--- config.mk ---
export PLATFORM = sky130hd
export DESIGN_NAME = vmc_top
export DESIGN_NICKNAME = d
export VERILOG_FILES = /design/src/vmc_pkg.sv /design/src/vmc_top.sv
export SDC_FILE = /design/constraint.sdc
export NUM_CORES = 1
export LEC_CHECK = 0
export ABC_AREA = 0
export BUFFER_PORTS_ARGS = -buffer_cell sky130_fd_sc_hd__buf_4
export CORE_ASPECT_RATIO = 0.8
export CORE_MARGIN = 3
export CORE_UTILIZATION = 30
export DETAILED_ROUTE_END_ITERATION = 10
export HOLD_SLACK_MARGIN = 0.03
export MAX_ROUTING_LAYER = met4
export PLACE_DENSITY_LB_ADDON = 0.3
export SYNTH_ARGS = -nofsm -noshare
export SYNTH_HDL_FRONTEND = slang
export SYNTH_SLANG_ARGS = --single-unit
--- constraint.sdc ---
create_clock -name clk_i -period 8.1 [get_ports clk_i]
set_clock_uncertainty 0.2 [all_clocks]
set_input_delay 1.62 -clock clk_i [delete_from_list [all_inputs] [get_ports clk_i]]
set_output_delay 1.62 -clock clk_i [all_outputs]
set_load 0.02 [all_outputs]
--- src/vmc_pkg.sv ---
// constants shared by the regulator voltage monitor control block
// assumes a single 200 MHz clock and a classic wishbone register bus
package vmc_pkg;

  // ------------------------------------------------------------
  // structure
  // ------------------------------------------------------------
  localparam int unsigned NUM_BUCK = 5;
  localparam int unsigned NUM_LIN  = 3;
  localparam int unsigned NCH      = NUM_BUCK + NUM_LIN;
  localparam int unsigned CNT_W    = 16;
  localparam int unsigned PCT_W    = 7;

  // ------------------------------------------------------------
  // timing
  // ------------------------------------------------------------
  localparam int unsigned CLK_MHZ    = 200;
  localparam int unsigned UV_DB0_NS  = 5000;
  localparam int unsigned UV_DB1_NS  = 15000;
  localparam int unsigned UV_DB2_NS  = 25000;
  localparam int unsigned UV_DB3_NS  = 40000;
  localparam int unsigned OV_DB0_NS  = 25000;
  localparam int unsigned OV_DB1_NS  = 50000;
  localparam int unsigned OV_DB2_NS  = 80000;
  localparam int unsigned OV_DB3_NS  = 125000;
  localparam int unsigned SETTLE_NS  = 30000;
  // least times round up to whole cycles
  localparam int unsigned UV_DB0_CYC = (UV_DB0_NS * CLK_MHZ + 999) / 1000;
  localparam int unsigned UV_DB1_CYC = (UV_DB1_NS * CLK_MHZ + 999) / 1000;
  localparam int unsigned UV_DB2_CYC = (UV_DB2_NS * CLK_MHZ + 999) / 1000;
  localparam int unsigned UV_DB3_CYC = (UV_DB3_NS * CLK_MHZ + 999) / 1000;
  localparam int unsigned OV_DB0_CYC = (OV_DB0_NS * CLK_MHZ + 999) / 1000;
  localparam int unsigned OV_DB1_CYC = (OV_DB1_NS * CLK_MHZ + 999) / 1000;
  localparam int unsigned OV_DB2_CYC = (OV_DB2_NS * CLK_MHZ + 999) / 1000;
  localparam int unsigned OV_DB3_CYC = (OV_DB3_NS * CLK_MHZ + 999) / 1000;
  localparam int unsigned SETTLE_CYC = (SETTLE_NS * CLK_MHZ + 999) / 1000;

  // ------------------------------------------------------------
  // trip point tables, percent of nominal, indexed by code
  // ------------------------------------------------------------
  localparam logic [3:0][PCT_W-1:0] LOW_PCT_TAB  = {7'h59, 7'h5b, 7'h5d, 7'h5f};
  localparam logic [3:0][PCT_W-1:0] HIGH_PCT_TAB = {7'h6f, 7'h6d, 7'h6b, 7'h69};

  // ------------------------------------------------------------
  // register map (byte offsets) and fields
  // ------------------------------------------------------------
  localparam logic [7:0] OFS_CTRL      = 8'h00;
  localparam logic [7:0] OFS_MON_EN    = 8'h04;
  localparam logic [7:0] OFS_KEY       = 8'h08;
  localparam logic [7:0] OFS_STATUS    = 8'h0c;
  localparam logic [7:0] OFS_IRQ_STAT  = 8'h10;
  localparam logic [7:0] OFS_IRQ_MASK  = 8'h14;
  localparam int unsigned CTRL_LOW_SEL_LSB  = 0;
  localparam int unsigned CTRL_HIGH_SEL_LSB = 2;
  localparam int unsigned CTRL_SECURE_BIT   = 4;
  localparam logic [1:0] LOW_SEL_RST  = 2'h2;
  localparam logic [1:0] HIGH_SEL_RST = 2'h0;
  localparam logic       SECURE_RST   = 1'h0;
  localparam logic [7:0] MON_EN_RST   = 8'hff;
  localparam logic [15:0] IRQ_MASK_RST = 16'h0000;
  localparam logic [7:0] UNLOCK_KEY   = 8'ha5;

endpackage : vmc_pkg

--- src/vmc_top.sv ---
// digital control of per-regulator under/overvoltage supervision
// assumes comparator, regulator-on and in-regulation inputs are asynchronous
// and that software reaches the registers over classic wishbone
// Functional notes
// RULE1: low trip point from two-bit code: 95, 93, 91, 89 percent
// RULE2: high trip point from two-bit code: 105, 107, 109, 111 percent
// RULE3: shared low debounce: 5, 15, 25, 40 us by two-bit select
// RULE4: low debounce select resets to binary 10
// RULE5: shared high debounce: 25, 50, 80, 125 us by two-bit select
// RULE6: high debounce select resets to binary 00
// RULE7: one monitor enable bit per regulator; 1 supervises, 0 does not
// RULE8: all monitor enable bits start at 1 after power up
// RULE9: in secure mode, enable bits change only through the unlock sequence
// RULE10: monitor masked after regulator turn-on until it reaches regulation
// RULE11: disabled monitor forces its low and high status to 0
// RULE12: comparator ignored for 30 us after a monitor is enabled
// RULE13: status set only after full debounce; timer restarts on dropout
// RULE14: status set raises an event; status follows debounced condition
//
// The Wishbone interface to the registers and the register addresses are this design's own decisions.
`timescale 1ns/1ps
module vmc_top
  import vmc_pkg::*;
#(
  parameter int unsigned UV0_CYC    = UV_DB0_CYC,
  parameter int unsigned UV1_CYC    = UV_DB1_CYC,
  parameter int unsigned UV2_CYC    = UV_DB2_CYC,
  parameter int unsigned UV3_CYC    = UV_DB3_CYC,
  parameter int unsigned OV0_CYC    = OV_DB0_CYC,
  parameter int unsigned OV1_CYC    = OV_DB1_CYC,
  parameter int unsigned OV2_CYC    = OV_DB2_CYC,
  parameter int unsigned OV3_CYC    = OV_DB3_CYC,
  parameter int unsigned SETTLE_LIM = SETTLE_CYC
) (
  input  wire  logic                             clk_i,
  input  wire  logic                             rstn_i,
  input  wire  logic                             wb_cyc_i,
  input  wire  logic                             wb_stb_i,
  input  wire  logic                             wb_we_i,
  input  wire  logic [7:0]                       wb_adr_i,
  input  wire  logic [3:0]                       wb_sel_i,
  input  wire  logic [31:0]                      wb_dat_i,
  output logic       [31:0]                      wb_dat_o,
  output logic                                   wb_ack_o,
  input  wire  logic [NUM_BUCK-1:0][1:0]         buck_low_trip_code_i,
  input  wire  logic [NUM_LIN-1:0][1:0]          linear_low_trip_code_i,
  input  wire  logic [NUM_BUCK-1:0][1:0]         buck_high_trip_code_i,
  input  wire  logic [NUM_LIN-1:0][1:0]          linear_high_trip_code_i,
  input  wire  logic [NCH-1:0]                   reg_on_i,
  input  wire  logic [NCH-1:0]                   reg_in_regulation_i,
  input  wire  logic [NCH-1:0]                   low_cmp_i,
  input  wire  logic [NCH-1:0]                   high_cmp_i,
  output logic       [NCH-1:0][PCT_W-1:0]        low_trip_pct_o,
  output logic       [NCH-1:0][PCT_W-1:0]        high_trip_pct_o,
  output logic       [NCH-1:0]                   monitor_active_o,
  output logic       [NCH-1:0]                   low_fault_status_o,
  output logic       [NCH-1:0]                   high_fault_status_o,
  output logic                                   irq_o
);

  // ------------------------------------------------------------
  // helpers
  // ------------------------------------------------------------
  function automatic logic [CNT_W-1:0] pick_lim(input logic [1:0] s, input int unsigned a,
                                                input int unsigned b, input int unsigned c,
                                                input int unsigned d);
    case (s)
      2'h0:    pick_lim = CNT_W'(a);
      2'h1:    pick_lim = CNT_W'(b);
      2'h2:    pick_lim = CNT_W'(c);
      default: pick_lim = CNT_W'(d);
    endcase
  endfunction

  function automatic logic [CNT_W-1:0] sat_inc(input logic [CNT_W-1:0] v,
                                               input logic [CNT_W-1:0] lim);
    sat_inc = (v >= lim) ? lim : v + 16'h0001;
  endfunction

  // ------------------------------------------------------------
  // input synchronisers
  // ------------------------------------------------------------
  logic [NCH-1:0]        on_s1, on_s2, pg_s1, pg_s2, lc_s1, lc_s2, hc_s1, hc_s2;
  logic [NCH-1:0][1:0]   lcode_s1, lcode_s2, hcode_s1, hcode_s2;

  always_ff @(posedge clk_i or negedge rstn_i)
  begin
    if (!rstn_i)
    begin
      on_s1 <= '0; on_s2 <= '0; pg_s1 <= '0; pg_s2 <= '0;
      lc_s1 <= '0; lc_s2 <= '0; hc_s1 <= '0; hc_s2 <= '0;
      lcode_s1 <= '0; lcode_s2 <= '0; hcode_s1 <= '0; hcode_s2 <= '0;
    end
    else
    begin
      on_s1 <= reg_on_i;            on_s2 <= on_s1;
      pg_s1 <= reg_in_regulation_i; pg_s2 <= pg_s1;
      lc_s1 <= low_cmp_i;           lc_s2 <= lc_s1;
      hc_s1 <= high_cmp_i;          hc_s2 <= hc_s1;
      lcode_s1 <= {linear_low_trip_code_i, buck_low_trip_code_i};
      lcode_s2 <= lcode_s1;
      hcode_s1 <= {linear_high_trip_code_i, buck_high_trip_code_i};
      hcode_s2 <= hcode_s1;
    end
  end

  // ------------------------------------------------------------
  // register file and wishbone slave
  // ------------------------------------------------------------
  logic        ack_reg, ack_next;
  logic [31:0] dat_reg, dat_next;
  logic [1:0]  low_sel_reg, low_sel_next, high_sel_reg, high_sel_next;
  logic        secure_reg, secure_next, armed_reg, armed_next;
  logic [NCH-1:0] mon_en_reg, mon_en_next;
  logic [15:0] irq_stat_reg, irq_stat_next, irq_mask_reg, irq_mask_next;
  logic [NCH-1:0] low_stat_reg, low_stat_next, high_stat_reg, high_stat_next;
  logic        acc, do_wr, b0, b1, wr_monen;
  logic [15:0] events;

  assign acc    = wb_cyc_i & wb_stb_i;
  assign do_wr  = acc & ack_reg & wb_we_i;
  assign b0     = wb_sel_i[0];
  assign b1     = wb_sel_i[1];
  assign wr_monen = do_wr & b0 & (wb_adr_i == OFS_MON_EN);
  // hardware events win over a write-one-to-clear in the same cycle
  assign events = {high_stat_next & ~high_stat_reg, low_stat_next & ~low_stat_reg}; // RULE14

  always_comb
  begin
    ack_next      = acc & ~ack_reg;
    dat_next      = dat_reg;
    low_sel_next  = low_sel_reg;
    high_sel_next = high_sel_reg;
    secure_next   = secure_reg;
    armed_next    = armed_reg;
    mon_en_next   = mon_en_reg;
    irq_mask_next = irq_mask_reg;
    irq_stat_next = irq_stat_reg;
    if (acc & ~ack_reg)
    begin
      case (wb_adr_i)
        OFS_CTRL:     dat_next = {27'h0, secure_reg, high_sel_reg, low_sel_reg};
        OFS_MON_EN:   dat_next = {24'h0, mon_en_reg};
        OFS_STATUS:   dat_next = {16'h0, high_stat_reg, low_stat_reg};
        OFS_IRQ_STAT: dat_next = {16'h0, irq_stat_reg};
        OFS_IRQ_MASK: dat_next = {16'h0, irq_mask_reg};
        default:      dat_next = 32'h0;
      endcase
    end
    if (do_wr)
    begin
      // any write other than the unlock key itself spends the unlock
      armed_next = 1'b0;
      case (wb_adr_i)
        OFS_CTRL:
          if (b0)
          begin
            low_sel_next  = wb_dat_i[CTRL_LOW_SEL_LSB +: 2];
            high_sel_next = wb_dat_i[CTRL_HIGH_SEL_LSB +: 2];
            secure_next   = wb_dat_i[CTRL_SECURE_BIT];
          end
        OFS_MON_EN:
          if (b0 & (~secure_reg | armed_reg)) // RULE9
            mon_en_next = wb_dat_i[NCH-1:0]; // RULE7
        OFS_KEY:
          if (b0)
            armed_next = (wb_dat_i[7:0] == UNLOCK_KEY); // RULE9
        OFS_IRQ_STAT:
        begin
          if (b0)
            irq_stat_next[7:0]  = irq_stat_reg[7:0] & ~wb_dat_i[7:0];
          if (b1)
            irq_stat_next[15:8] = irq_stat_reg[15:8] & ~wb_dat_i[15:8];
        end
        OFS_IRQ_MASK:
        begin
          if (b0)
            irq_mask_next[7:0]  = wb_dat_i[7:0];
          if (b1)
            irq_mask_next[15:8] = wb_dat_i[15:8];
        end
        default: ;
      endcase
    end
    irq_stat_next = irq_stat_next | events; // RULE14
  end

  always_ff @(posedge clk_i or negedge rstn_i)
  begin
    if (!rstn_i)
    begin
      ack_reg      <= 1'b0;
      dat_reg      <= 32'h0;
      low_sel_reg  <= LOW_SEL_RST;  // RULE4
      high_sel_reg <= HIGH_SEL_RST; // RULE6
      secure_reg   <= SECURE_RST;
      armed_reg    <= 1'b0;
      mon_en_reg   <= MON_EN_RST;   // RULE8
      irq_stat_reg <= 16'h0;
      irq_mask_reg <= IRQ_MASK_RST;
    end
    else
    begin
      ack_reg      <= ack_next;
      dat_reg      <= dat_next;
      low_sel_reg  <= low_sel_next;
      high_sel_reg <= high_sel_next;
      secure_reg   <= secure_next;
      armed_reg    <= armed_next;
      mon_en_reg   <= mon_en_next;
      irq_stat_reg <= irq_stat_next;
      irq_mask_reg <= irq_mask_next;
    end
  end

  assign wb_ack_o = ack_reg;
  assign wb_dat_o = dat_reg;
  assign irq_o    = |(irq_stat_reg & irq_mask_reg);

  // ------------------------------------------------------------
  // per-regulator monitors
  // ------------------------------------------------------------
  logic [CNT_W-1:0] low_lim, high_lim, settle_lim;
  logic [NCH-1:0][CNT_W-1:0] uv_cnt_reg, uv_cnt_next, ov_cnt_reg, ov_cnt_next;
  logic [NCH-1:0][CNT_W-1:0] settle_reg, settle_next;
  logic [NCH-1:0] reached_reg, reached_next, en_d_reg, active_reg, active_next;
  logic [NCH-1:0][PCT_W-1:0] low_pct_reg, low_pct_next, high_pct_reg, high_pct_next;

  assign low_lim    = pick_lim(low_sel_reg, UV0_CYC, UV1_CYC, UV2_CYC, UV3_CYC); // RULE3
  assign high_lim   = pick_lim(high_sel_reg, OV0_CYC, OV1_CYC, OV2_CYC, OV3_CYC); // RULE5
  assign settle_lim = CNT_W'(SETTLE_LIM);

  always_comb
  begin
    for (int i = 0; i < NCH; i++)
    begin
      low_pct_next[i]  = LOW_PCT_TAB[lcode_s2[i]];  // RULE1
      high_pct_next[i] = HIGH_PCT_TAB[hcode_s2[i]]; // RULE2
      // masked from turn-on until the regulator reports regulation
      reached_next[i]  = on_s2[i] & (reached_reg[i] | pg_s2[i]); // RULE10
      // settling restarts on every enable, including the one at reset
      if (!mon_en_reg[i] || !en_d_reg[i])
        settle_next[i] = '0; // RULE12
      else
        settle_next[i] = sat_inc(settle_reg[i], settle_lim);
      active_next[i]   = mon_en_reg[i] & reached_reg[i] & (settle_reg[i] >= settle_lim); // RULE11
      uv_cnt_next[i]   = (active_next[i] & lc_s2[i]) ? sat_inc(uv_cnt_reg[i], low_lim) : '0; // RULE13
      ov_cnt_next[i]   = (active_next[i] & hc_s2[i]) ? sat_inc(ov_cnt_reg[i], high_lim) : '0; // RULE13
      low_stat_next[i]  = active_next[i] & (uv_cnt_next[i] >= low_lim);  // RULE13
      high_stat_next[i] = active_next[i] & (ov_cnt_next[i] >= high_lim); // RULE13
    end
  end

  always_ff @(posedge clk_i or negedge rstn_i)
  begin
    if (!rstn_i)
    begin
      low_pct_reg   <= '0;
      high_pct_reg  <= '0;
      reached_reg   <= '0;
      en_d_reg      <= '0;
      settle_reg    <= '0;
      active_reg    <= '0;
      uv_cnt_reg    <= '0;
      ov_cnt_reg    <= '0;
      low_stat_reg  <= '0;
      high_stat_reg <= '0;
    end
    else
    begin
      low_pct_reg   <= low_pct_next;
      high_pct_reg  <= high_pct_next;
      reached_reg   <= reached_next;
      en_d_reg      <= mon_en_reg;
      settle_reg    <= settle_next;
      active_reg    <= active_next;
      uv_cnt_reg    <= uv_cnt_next;
      ov_cnt_reg    <= ov_cnt_next;
      low_stat_reg  <= low_stat_next;
      high_stat_reg <= high_stat_next;
    end
  end

  assign low_trip_pct_o      = low_pct_reg;
  assign high_trip_pct_o     = high_pct_reg;
  assign monitor_active_o    = active_reg;
  assign low_fault_status_o  = low_stat_reg;
  assign high_fault_status_o = high_stat_reg;

  logic [CNT_W-1:0] hlp_uv, hlp_ov;
  always_ff @(posedge clk_i or negedge rstn_i)
  begin
    if (!rstn_i)
    begin
      hlp_uv <= '0;
      hlp_ov <= '0;
    end
    else
    begin
      hlp_uv <= (active_next[0] & lc_s2[0]) ? hlp_uv + 16'h0001 : '0;
      hlp_ov <= (active_next[0] & hc_s2[0]) ? hlp_ov + 16'h0001 : '0;
    end
  end
endmodule // vmc_top

==> run metrics, run 1 <==
share of synthesized registers carrying an async set or reset=100%; starting density of the core=a little under a third; total of buffers placed on input and output ports=232; post-synth top area share=45.5%; area delta synth->final=17.8%; setup repair after global routing missed its margin=false; DRT Pass-1 Iters=6; number of violations reported at the end of detailed-routing iteration 0=1800; Place WS=about 1400 ps; Placement Cell Area=approximately 0.039 mm2; Final Instance Area=between 0.04 and 0.05 mm2; Slew @ Worst Pin=between 1000 and 1500 ps; TritonCTS clock tree=built; worst slew slack as a fraction of its limit=about 20%; worst voltage drop across the vdd grid=between 0.1 and 0.15 mV; Total Routed Length=just over 90000 um; Vert. Die Dim=312 um; clock slew seen by the registers of the worst setup and hold paths=60 ps; largest net degree at the start of global routing=175; Area contributors post-synth=sky130_fd_sc_hd__dfrtp_1 46%, sky130_fd_sc_hd__ha_1 13%, sky130_fd_sc_hd__xnor2_1 4.1%; vias post-DR=25900; clock net sink count=around 650; # Max-Cap Violations=0; areal power density over the cells=roughly 180 mW/mm2; CORE AREA=0.115 mm2; Post-synth EDFFs=0; maximum fanout along the worst path=13; Site Rows=~110; global-route wire length before repair=about 150000 um; crit path time final=roughly 6700 ps; Avg WL per Cell=approximately 17 um; count of warnings emitted by yosys=0; Slew Viols, Final=0; worst setup slack after layout=1440 ps; hold slack final=141 ps; predominant post-synthesis flop cell=sky130_fd_sc_hd__dfrtp_1; most frequent cells in the layout=638 x sky130_fd_sc_hd__dfrtp_1, 361 x sky130_fd_sc_hd__ha_1, 326 x sky130_fd_sc_hd__nor2_1; HPWL reported at the end of detailed placement=roughly 67000 um; post-synth cell types=just under 80; kind of capture point of the worst setup path=flop; number of setup violations in the final report=0; share of cells above drive strength 1=between 10% and 20%; later-pin clock latency in the skew report=just under 700 ps; count of cells resized by post-cts repair=0; Horiz. Die Dim=389 um; Worst Setup Path Type=reg2reg; class of the tightest hold or removal check=reg2reg; overall die area=~0.12 mm2; fraction of the cycle the final worst path needs=approximately 82%; Mapped Avg Cell Area=10.2 um2; final core area utilization=a little over a third; overall track demand over capacity in global routing=15.8%; number of DRC violations after detailed routing=0; fmax=0.150 GHz; data arrival at the endpoint of the critical path=around 7000 ps; outcome=completed; TNS Setup=0 ps; total CTS buffers=77; Cells after Synth=~3400; Final Wtd Congestion=~0.88; final hold vios=0; startpoint class of the critical path=flop; CP Data Required Time=between 8000 and 9000 ps; initial antenna violation count=9; via count of the first global-routing pass=roughly 25000; filler instances=about 12000; hold buffers post-CTS=0; most common cell after layout, fill and taps aside=sky130_fd_sc_hd__dfrtp_1; post-synthesis instance area=0.0351 mm2; total leakage power=roughly 19 nW; Max Root-Sink Buffers=3; number of primary I/O pins=approximately 280; post-synthesis sequential area ratio=between 40% and 50%; number of buffers inserted to repair setup after CTS=0; post-route antenna net violation count=0; top cell type by total area after synthesis=sky130_fd_sc_hd__dfrtp_1; final net count=between 4000 and 5000; deepest level of the CTS H-tree=3; Vias/cell=around 4.9; flop and latch count out of synthesis=roughly 650; clock tree root buffer cell=sky130_fd_sc_hd__clkbuf_16; total overflow reported by the global router=0
## worst max-delay path, stage by stage, from the launching register on
cell	delay, ps
sky130_fd_sc_hd__dfstp_2	720
sky130_fd_sc_hd__inv_1	320
sky130_fd_sc_hd__ha_1	290
sky130_fd_sc_hd__or2_2	440
sky130_fd_sc_hd__inv_1	490
sky130_fd_sc_hd__ha_1	360
sky130_fd_sc_hd__a21o_1	180
sky130_fd_sc_hd__a221o_1	330
sky130_fd_sc_hd__a31oi_1	530
sky130_fd_sc_hd__buf_4	300
sky130_fd_sc_hd__nand2b_1	140
sky130_fd_sc_hd__nand3_1	140
sky130_fd_sc_hd__nor2b_1	190
sky130_fd_sc_hd__ha_1	270
sky130_fd_sc_hd__and3_1	170
sky130_fd_sc_hd__o21ai_0	70
sky130_fd_sc_hd__nand2_1	100
sky130_fd_sc_hd__a31oi_1	140
sky130_fd_sc_hd__or2_0	150
sky130_fd_sc_hd__a2111oi_0	110
sky130_fd_sc_hd__a2111oi_0	700
sky130_fd_sc_hd__o31ai_1	120
## stage by stage
stage / power (mW) / std cells
after floorplan: 3.50 / 3520
after global placement: 3.65 / 5175
after detailed placement: 3.65 / 5175
after CTS: 7.51 / 5314
after global routing: 7.66 / 5320
final: 7.36 / 5322
## cell families (layout without fill, tap and decap cells)
logic type / Yosys count / after routing / synth area share (%)
multiplexers: 55 / 55 / 1.69
adder cells (fa/ha/maj): 361 / 361 / 12.9
XOR/XNOR: 261 / 261 / 6.51
AO/OA/AOI/OAI: 662 / 662 / 12.7
other: 2 / 81 / 0.0214
buffers and inverters: 357 / 626 / 4.84
AND/OR/NAND/NOR: 1103 / 1103 / 15.2
flip-flops: 648 / 648 / 46.2
## power by group
part | switching [mW] | total [mW] | internal [mW] | leakage (nW)
sequential | 0.0277 | 3.32 | 3.29 | 8.50
clock | 1.49 | 3.78 | 2.28 | 1.35
combinational | 0.177 | 0.262 | 0.0847 | 9.33
total | 1.70 | 7.36 | 5.66 | 19.2
## synth_stat cells, types with 7 or more instances
master / n
sky130_fd_sc_hd__and3_1: 50
sky130_fd_sc_hd__dfrtp_1: 639
sky130_fd_sc_hd__o2111ai_1: 7
sky130_fd_sc_hd__ha_1: 361
sky130_fd_sc_hd__a221oi_1: 16
sky130_fd_sc_hd__a211oi_1: 104
sky130_fd_sc_hd__xor2_1: 98
sky130_fd_sc_hd__or3_1: 15
sky130_fd_sc_hd__a21oi_1: 184
sky130_fd_sc_hd__o31ai_1: 8
sky130_fd_sc_hd__a31oi_1: 43
sky130_fd_sc_hd__nand2_1: 249
sky130_fd_sc_hd__a22o_1: 17
sky130_fd_sc_hd__o21bai_1: 9
sky130_fd_sc_hd__o21ai_0: 67
sky130_fd_sc_hd__a21o_1: 59
sky130_fd_sc_hd__nand3b_1: 18
sky130_fd_sc_hd__nor3_1: 51
sky130_fd_sc_hd__a41oi_1: 8
sky130_fd_sc_hd__a2111oi_0: 18
sky130_fd_sc_hd__nor2_1: 327
sky130_fd_sc_hd__o31a_1: 7
sky130_fd_sc_hd__nand4_1: 56
sky130_fd_sc_hd__nand2b_1: 12
sky130_fd_sc_hd__mux2_2: 34
sky130_fd_sc_hd__nand3_1: 188
sky130_fd_sc_hd__or2_2: 7
sky130_fd_sc_hd__nand4b_1: 8
sky130_fd_sc_hd__mux2i_1: 21
sky130_fd_sc_hd__nor4_1: 12
sky130_fd_sc_hd__inv_1: 197
sky130_fd_sc_hd__o211ai_1: 10
sky130_fd_sc_hd__and4_1: 21
sky130_fd_sc_hd__xnor2_1: 163
sky130_fd_sc_hd__clkbuf_1: 54
sky130_fd_sc_hd__and2_1: 27
sky130_fd_sc_hd__o21a_1: 27
sky130_fd_sc_hd__buf_4: 95
sky130_fd_sc_hd__and4b_1: 7
sky130_fd_sc_hd__o21ai_1: 7
sky130_fd_sc_hd__dfstp_2: 9
sky130_fd_sc_hd__o22ai_1: 10
sky130_fd_sc_hd__nor2b_1: 28
## routing by layer
| layer | GRT usage (%) | wire length, um |
|---|---|---|
| met5 | - | 0 |
| met4 | 3.88 | 1960 |
| met3 | 4.01 | 6570 |
| met2 | 20.8 | 36700 |
| met1 | 23.6 | 47700 |
## final timing paths
| check | start | end | slack [ps] | cells after the start |
|---|---|---|---|---|
| max in group asynchronous | rstn_i | pg_s1[7]$_DFF_PN0_ | 5550 | 2 |
| worst min register to register | lc_s1[6]$_DFF_PN0_ | lc_s2[6]$_DFF_PN0_ | 140 | 0 |
| min in group asynchronous | rstn_i | low_trip_pct_o[37]$_DFF_PN0_ | 760 | 1 |
| worst max register to register | low_sel_reg[1]$_DFFE_PN1P_ | irq_stat_reg[7]$_DFF_PN0_ | 1440 | 21 |
| worst min-delay path | lc_s1[6]$_DFF_PN0_ | lc_s2[6]$_DFF_PN0_ | 140 | 0 |
| worst max-delay path | low_sel_reg[1]$_DFFE_PN1P_ | irq_stat_reg[7]$_DFF_PN0_ | 1440 | 21 |
## layout make-up
class	count	area (um2)	share of cell area, %
Tap cell	1525	1910	4.61
Timing Repair Buffer	286	2200	5.33
Clock inverter	32	561	1.35
Multi-Input combinational cell	2515	17500	42.3
Sequential cell	648	16200	39.2
Clock buffer	107	2210	5.34
Antenna cell	8	20.0	0.0484
Inverter	201	754	1.82
Note: power is estimated with default switching activity, not from simulation.
==> run 2: changes to the inputs <==
- clock period: 8.1 -> 5.4 ns (I/O delays scaled with it)
==> run 2 against run 1 <==
Effect of this change:
- worst setup slack worse by 1100 ps
- critical path type unchanged
- combinational power is 55% higher
- clock-buffer cell count is 10 lower
- flip-flop and latch count stayed put
- clock power is 47% higher
- sequential power is 50% higher
- first-iteration DRC count is 4.2% lower
- hold slack worse by 16 ps
- critical path depth is 1 higher
- fmax is 31% higher
- largest cell class unchanged
- non-clock buffer count is 44 higher
==> run metrics, run 2 (synthesis results as in run 1) <==
outcome=completed; final hold vios=0; Site Rows=about 110; clock slew seen by the registers of the worst setup and hold paths=60 ps; data arrival at the endpoint of the critical path=5440 ps; setup repair after global routing missed its margin=true; fraction of the cycle the final worst path needs=between 90 and 100%; TritonCTS clock tree=built; startpoint class of the critical path=flop; later-pin clock latency in the skew report=between 600 and 700 ps; Max Root-Sink Buffers=3; Place WS=150 ps; share of cells above drive strength 1=13.7%; Final Wtd Congestion=around 0.86; Placement Cell Area=0.0390 mm2; kind of capture point of the worst setup path=flop; deepest level of the CTS H-tree=3; number of DRC violations after detailed routing=0; Crit-path slowest cell=sky130_fd_sc_hd__dfstp_2; vias post-DR=between 20000 and 30000; family with the most delay on the worst path=compound AO/OA/AOI/OAI gates; crit path time final=roughly 5100 ps; most common cell after layout, fill and taps aside=sky130_fd_sc_hd__dfrtp_1; areal power density over the cells=262 mW/mm2; cell total after placement=roughly 5200; Non-Filler Instances=between 5000 and 6000; DRT Pass-1 Iters=5; global-route wire length before repair=between 100000 and 150000 um; # Max-Cap Violations=0; overall track demand over capacity in global routing=around 16%; Horiz. Die Dim=389 um; HPWL reported at the end of detailed placement=about 69000 um; CP bufs+invs=4; final net count=between 4000 and 5000; worst setup slack after layout=between 300 and 400 ps; overall die area=0.121 mm2; class of the tightest hold or removal check=reg2reg; number of setup violations in the final report=0; CORE AREA=about 0.12 mm2; fmax=about 0.20 GHz; largest net degree at the start of global routing=between 100 and 150; Slew @ Worst Pin=1230 ps; via count of the first global-routing pass=25600; worst slew slack as a fraction of its limit=17.7%; Avg WL per Cell=about 18 um; maximum fanout along the worst path=20; Vias/cell=4.88; Total Routed Length=roughly 94000 um; CP Data Required Time=~5800 ps; hold slack final=about 130 ps; post-route antenna net violation count=0; Overall Power=10.9 mW; total leakage power=just under 20 nW; starting density of the core=a little under a third; most frequent cells in the layout=638 x sky130_fd_sc_hd__dfrtp_1, 360 x sky130_fd_sc_hd__ha_1, 326 x sky130_fd_sc_hd__nor2_1; total overflow reported by the global router=0; library cell appearing most often on the critical path=sky130_fd_sc_hd__ha_1; hold buffers post-CTS=0; Worst Setup Path Type=reg2reg; area delta synth->final=18.9%; initial antenna violation count=8; final core area utilization=between 30 and 40%; total CTS buffers=74; number of primary I/O pins=about 280; ordered cell list for the critical path=inv_1, ha_1, or2_2, clkinvlp_4, ha_1, a21o_1, a221o_1, a31oi_1, buf_6, nand2b_1, nand3_1, nor2b_1, ha_1, and3_1, o21ai_0, nand2_1, a31oi_1, or2_0, a2111oi_1, a2111oi_1, buf_4, o31ai_1; TNS Setup=0 ps; total of buffers placed on input and output ports=about 230; Final Instance Area=0.0418 mm2; number of violations reported at the end of detailed-routing iteration 0=between 1500 and 2000; clock net sink count=about 650; clock tree root buffer cell=sky130_fd_sc_hd__clkbuf_16; Slowest Stage Delay on Critical Path=around 540 ps; Vert. Die Dim=around 310 um; Slew Viols, Final=0; worst voltage drop across the vdd grid=about 0.19 mV
==> run 2: cell count changes in the layout (fill, tap and decap cells not counted), moves of 2 or more <==
cell | before | now
sky130_fd_sc_hd__clkinv_2 | 9 | 17
sky130_fd_sc_hd__a2111oi_1 | 0 | 6
sky130_fd_sc_hd__clkinv_1 | 4 | 1
sky130_fd_sc_hd__inv_1 | 197 | 194
sky130_fd_sc_hd__clkinvlp_4 | 2 | 6
sky130_fd_sc_hd__inv_6 | 3 | 1
sky130_fd_sc_hd__a2111oi_0 | 18 | 12
sky130_fd_sc_hd__bufinv_16 | 11 | 13
sky130_fd_sc_hd__clkbuf_8 | 17 | 9
sky130_fd_sc_hd__buf_12 | 4 | 14
sky130_fd_sc_hd__clkbuf_16 | 77 | 74
sky130_fd_sc_hd__buf_4 | 281 | 314
==> run 2: worst paths after layout <==
check | start | end | slack [ps] | depth (start not counted)
max in group asynchronous | rstn_i | hc_s2[3]$_DFF_PN0_ | 3630 | 2
hold / removal | lcode_s1[15]$_DFF_PN0_ | lcode_s2[15]$_DFF_PN0_ | 130 | 0
setup reg to reg | low_sel_reg[1]$_DFFE_PN1P_ | irq_stat_reg[7]$_DFF_PN0_ | 320 | 22
min in group asynchronous | rstn_i | ov_cnt_reg[72]$_DFF_PN0_ | 260 | 1
hold reg to reg | lcode_s1[15]$_DFF_PN0_ | lcode_s2[15]$_DFF_PN0_ | 130 | 0
setup / recovery | low_sel_reg[1]$_DFFE_PN1P_ | irq_stat_reg[7]$_DFF_PN0_ | 320 | 22
==> run 2: report_power, final <==
group | switching (mW) | internal (mW)
Clock | 2.22 | 3.32
Sequential | 0.0416 | 4.94
Combinational | 0.269 | 0.136
==> run 2: repair_timing <==
item | CTS | global route
endpoints found under the setup margin | 0 | 11
resized for setup | 0 | 12
buffers inserted | 0 | 0
==> run 2: layout make-up <==
cell class / count / area, um2
Timing Repair Buffer: 330 / 2660
Tap cell: 1525 / 1910
Clock buffer: 97 / 2030
Fill cell: 11600 / 73600
Clock inverter: 39 / 657
Multi-Input combinational cell: 2515 / 17500
Sequential cell: 648 / 16200
Antenna cell: 7 / 17.5
Inverter: 201 / 771
==> run 2: per-layer routing <==
metal / track usage [%] / vias up / wire, um
li1: - / 12800 / -
met1: 23.9 / 12700 / 49000
met2: 20.1 / 571 / 35800
met3: 5.07 / 121 / 7560
met4: 3.61 / 0 / 1770
met5: - / - / 0
==> run 3: changes to the inputs <==
- ABC_AREA: 0 -> 1
==> run 3 against run 2 <==
Effect of this change:
- clock power grew 0.7%
- register-to-register slack gained 200 ps
- sequential share of layout area shrank 2.0 points
- core utilization shrank 0.62 points
- largest cell class unchanged
==> run metrics, run 3 <==
outcome=completed; TNS Setup=0 ps; post-synthesis sequential area ratio=43.1%; number of setup violations in the final report=0; final hold vios=0; crit path time final=4880 ps; worst min-delay path startpoint=lcode_s1[9]$_DFF_PN0_; overall track demand over capacity in global routing=around 16%; data arrival at the endpoint of the critical path=5200 ps; deepest level of the CTS H-tree=3; Overall Power=11.0 mW; number of DRC violations after detailed routing=0; xor and xnor area share after synthesis=under 10%; largest net degree at the start of global routing=~130; Avg WL per Cell=15.4 um; Post-synth EDFFs=0; Total Routed Length=101000 um; slack of the worst reg-to-reg path=around 520 ps; Horiz. Die Dim=approximately 400 um; post-synth top area share=42.4%; fmax=approximately 0.21 GHz; Endpoint, Worst Hold=lcode_s2[9]$_DFF_PN0_; predominant post-synthesis flop cell=sky130_fd_sc_hd__dfrtp_1; area delta synth->final=16.8%; share of synthesized registers carrying an async set or reset=100%; Slew Viols, Final=0; flop and latch count out of synthesis=between 600 and 700; simple logic cell fraction of the synthesized area=a little under a quarter; hold slack final=~140 ps; post-synthesis instance area=around 0.038 mm2; global-route wire length before repair=between 150000 and 200000 um; most frequent cells in the layout=867 x sky130_fd_sc_hd__nand2_1, 700 x sky130_fd_sc_hd__inv_1, 639 x sky130_fd_sc_hd__dfrtp_1; area fraction in compound gates after synthesis=slightly below 10%; setup repair after global routing missed its margin=false; leading cell types by count after synthesis=867 x sky130_fd_sc_hd__nand2_1, 700 x sky130_fd_sc_hd__inv_1, 639 x sky130_fd_sc_hd__dfrtp_1; areal power density over the cells=250 mW/mm2; number of buffers inserted to repair setup after CTS=0; Sequential Area=~0.016 mm2; terminus of the critical flop-to-flop path=irq_stat_reg[8]$_DFF_PN0_; startpoint class of the critical path=flop; count of warnings emitted by yosys=0; logic depth of the worst register-to-register path=22; Area contributors post-synth=sky130_fd_sc_hd__dfrtp_1 42%, sky130_fd_sc_hd__ha_1 12%, sky130_fd_sc_hd__nand2_1 8.6%; CORE AREA=about 0.12 mm2; overall die area=between 0.1 and 0.15 mm2; maximum fanout along the worst path=18; most common cell after layout, fill and taps aside=sky130_fd_sc_hd__nand2_1; combinational family with the most area after synthesis=simple AND/OR/NAND/NOR gates; depth of the worst hold-timing path=0; # Max-Cap Violations=0; mux contribution to synthesized area=0%; Cells after Synth=between 4000 and 5000; Vias/cell=approximately 4.6; clock net sink count=about 650; DRT Pass-1 Iters=5; clock tree root buffer cell=sky130_fd_sc_hd__clkbuf_16; post-route antenna net violation count=0; worst voltage drop across the vdd grid=around 0.25 mV; vias post-DR=about 30000; number of primary I/O pins=around 280; fraction of the cycle the final worst path needs=around nine tenths; Vert. Die Dim=~320 um; worst slew slack as a fraction of its limit=36.7%; number of violations reported at the end of detailed-routing iteration 0=~2200; Max Root-Sink Buffers=3; initial antenna violation count=2; kind of capture point of the worst setup path=flop; Mapped Avg Cell Area=~8.2 um2; post-synth cell types=63; clock slew seen by the registers of the worst setup and hold paths=roughly 60 ps; arithmetic-cell share of the synthesized area counting full adders, half adders and majority gates=12.0%; share of cells above drive strength 1=about 11%; hold buffers post-CTS=0; class of the tightest hold or removal check=reg2reg; Final Wtd Congestion=around 0.9; total CTS buffers=76; filler instances=around 13000; count of cells resized by post-cts repair=0; final net count=between 5000 and 6000; top cell type by total area after synthesis=sky130_fd_sc_hd__dfrtp_1; TritonCTS clock tree=built; Site Rows=115; total of buffers placed on input and output ports=between 200 and 250; multi-input combinational cell area=around 0.018 mm2; starting density of the core=roughly 30%; later-pin clock latency in the skew report=660 ps; via count of the first global-routing pass=approximately 29000; HPWL reported at the end of detailed placement=between 70000 and 80000 um; total leakage power=about 22 nW; CP Data Required Time=about 5700 ps; RR Startpoint=high_sel_reg[0]$_DFFE_PN0P_; library cell with the highest instance count after synthesis=sky130_fd_sc_hd__nand2_1; total overflow reported by the global router=0; Worst Setup Path Type=reg2reg; Slew @ Worst Pin=around 950 ps
-- run 3: through the flow --
step | cells | setup slack [ps] | area (um2) | util [%]
global route | 6572 | 66.5 | 44000 | 35.6
CTS | 6571 | 572 | 44000 | 35.6
floorplan | 4639 | 802 | 37900 | -
detailed placement | 6431 | 617 | 41300 | 33.4
global placement | 6431 | 726 | 41300 | 33.4
finish | 6572 | 523 | 44000 | 35.6
-- run 3: cell families (layout without fill, tap and decap cells) --
family          count (synthesis)  after routing
compound gates                652            652
xor+xnor                      112            112
fa+ha+maj                     361            361
buf+inv                       855           1149
flops                         648            648
other cells                     2             74
simple gates                 1938           1938
-- run 3: worst max-delay path, stage by stage, from the launching register on --
cell and delay, ps:
sky130_fd_sc_hd__dfrtp_1 410, sky130_fd_sc_hd__inv_1 140, sky130_fd_sc_hd__ha_1 240, sky130_fd_sc_hd__inv_1 280, sky130_fd_sc_hd__buf_4 310, sky130_fd_sc_hd__ha_1 300, sky130_fd_sc_hd__nand2_1 50, sky130_fd_sc_hd__inv_1 60
sky130_fd_sc_hd__nand3b_1 100, sky130_fd_sc_hd__nor2_1 130, sky130_fd_sc_hd__nand2_1 120, sky130_fd_sc_hd__nand2_2 170, sky130_fd_sc_hd__clkinv_1 460, sky130_fd_sc_hd__a211oi_1 530, sky130_fd_sc_hd__ha_1 320, sky130_fd_sc_hd__a21oi_1 150
sky130_fd_sc_hd__o21ai_0 110, sky130_fd_sc_hd__nand4_1 80, sky130_fd_sc_hd__nand3b_1 80, sky130_fd_sc_hd__nor2_1 170, sky130_fd_sc_hd__nand3_1 120, sky130_fd_sc_hd__nand3_1 150, sky130_fd_sc_hd__nand2_1 80
-- run 3: cell type report --
cell class,instances,share of cell area [%]
diodes,1,0.00569
inverters,726,6.19
well taps,1638,4.66
multi-input cells,3136,41.1
flip-flops and latches,648,36.9
clock inverters,31,1.04
clock buffers,109,5.11
repair buffers,283,5.07
-- run 3: report_power, final --
group | switching [mW] | internal, mW
clock network | 2.19 | 3.39
registers | 0.0434 | 4.95
logic | 0.312 | 0.141
total | 2.54 | 8.48
-- run 3: routing by layer --
layer  GRT usage, %  routed length [um]
met4           3.38                1740
met2           22.0               40800
met5              -                   0
met3           4.47                7830
met1           23.0               50800
-- run 3: how the worst max path moves through the flow --
stage                           startpoint                         to  cells past startpoint
2_1_floorplan   low_sel_reg[1]$_DFFE_PN1P_  irq_stat_reg[2]$_DFF_PN0_                     24
3_3_place_gp   high_sel_reg[0]$_DFFE_PN0P_  irq_stat_reg[8]$_DFF_PN0_                     24
3_5_place_dp   high_sel_reg[0]$_DFFE_PN0P_  irq_stat_reg[8]$_DFF_PN0_                     22
4_1_cts        high_sel_reg[0]$_DFFE_PN0P_  irq_stat_reg[8]$_DFF_PN0_                     22
5_1_grt        high_sel_reg[0]$_DFFE_PN0P_  irq_stat_reg[8]$_DFF_PN0_                     24
6_report       high_sel_reg[0]$_DFFE_PN0P_  irq_stat_reg[8]$_DFF_PN0_                     22
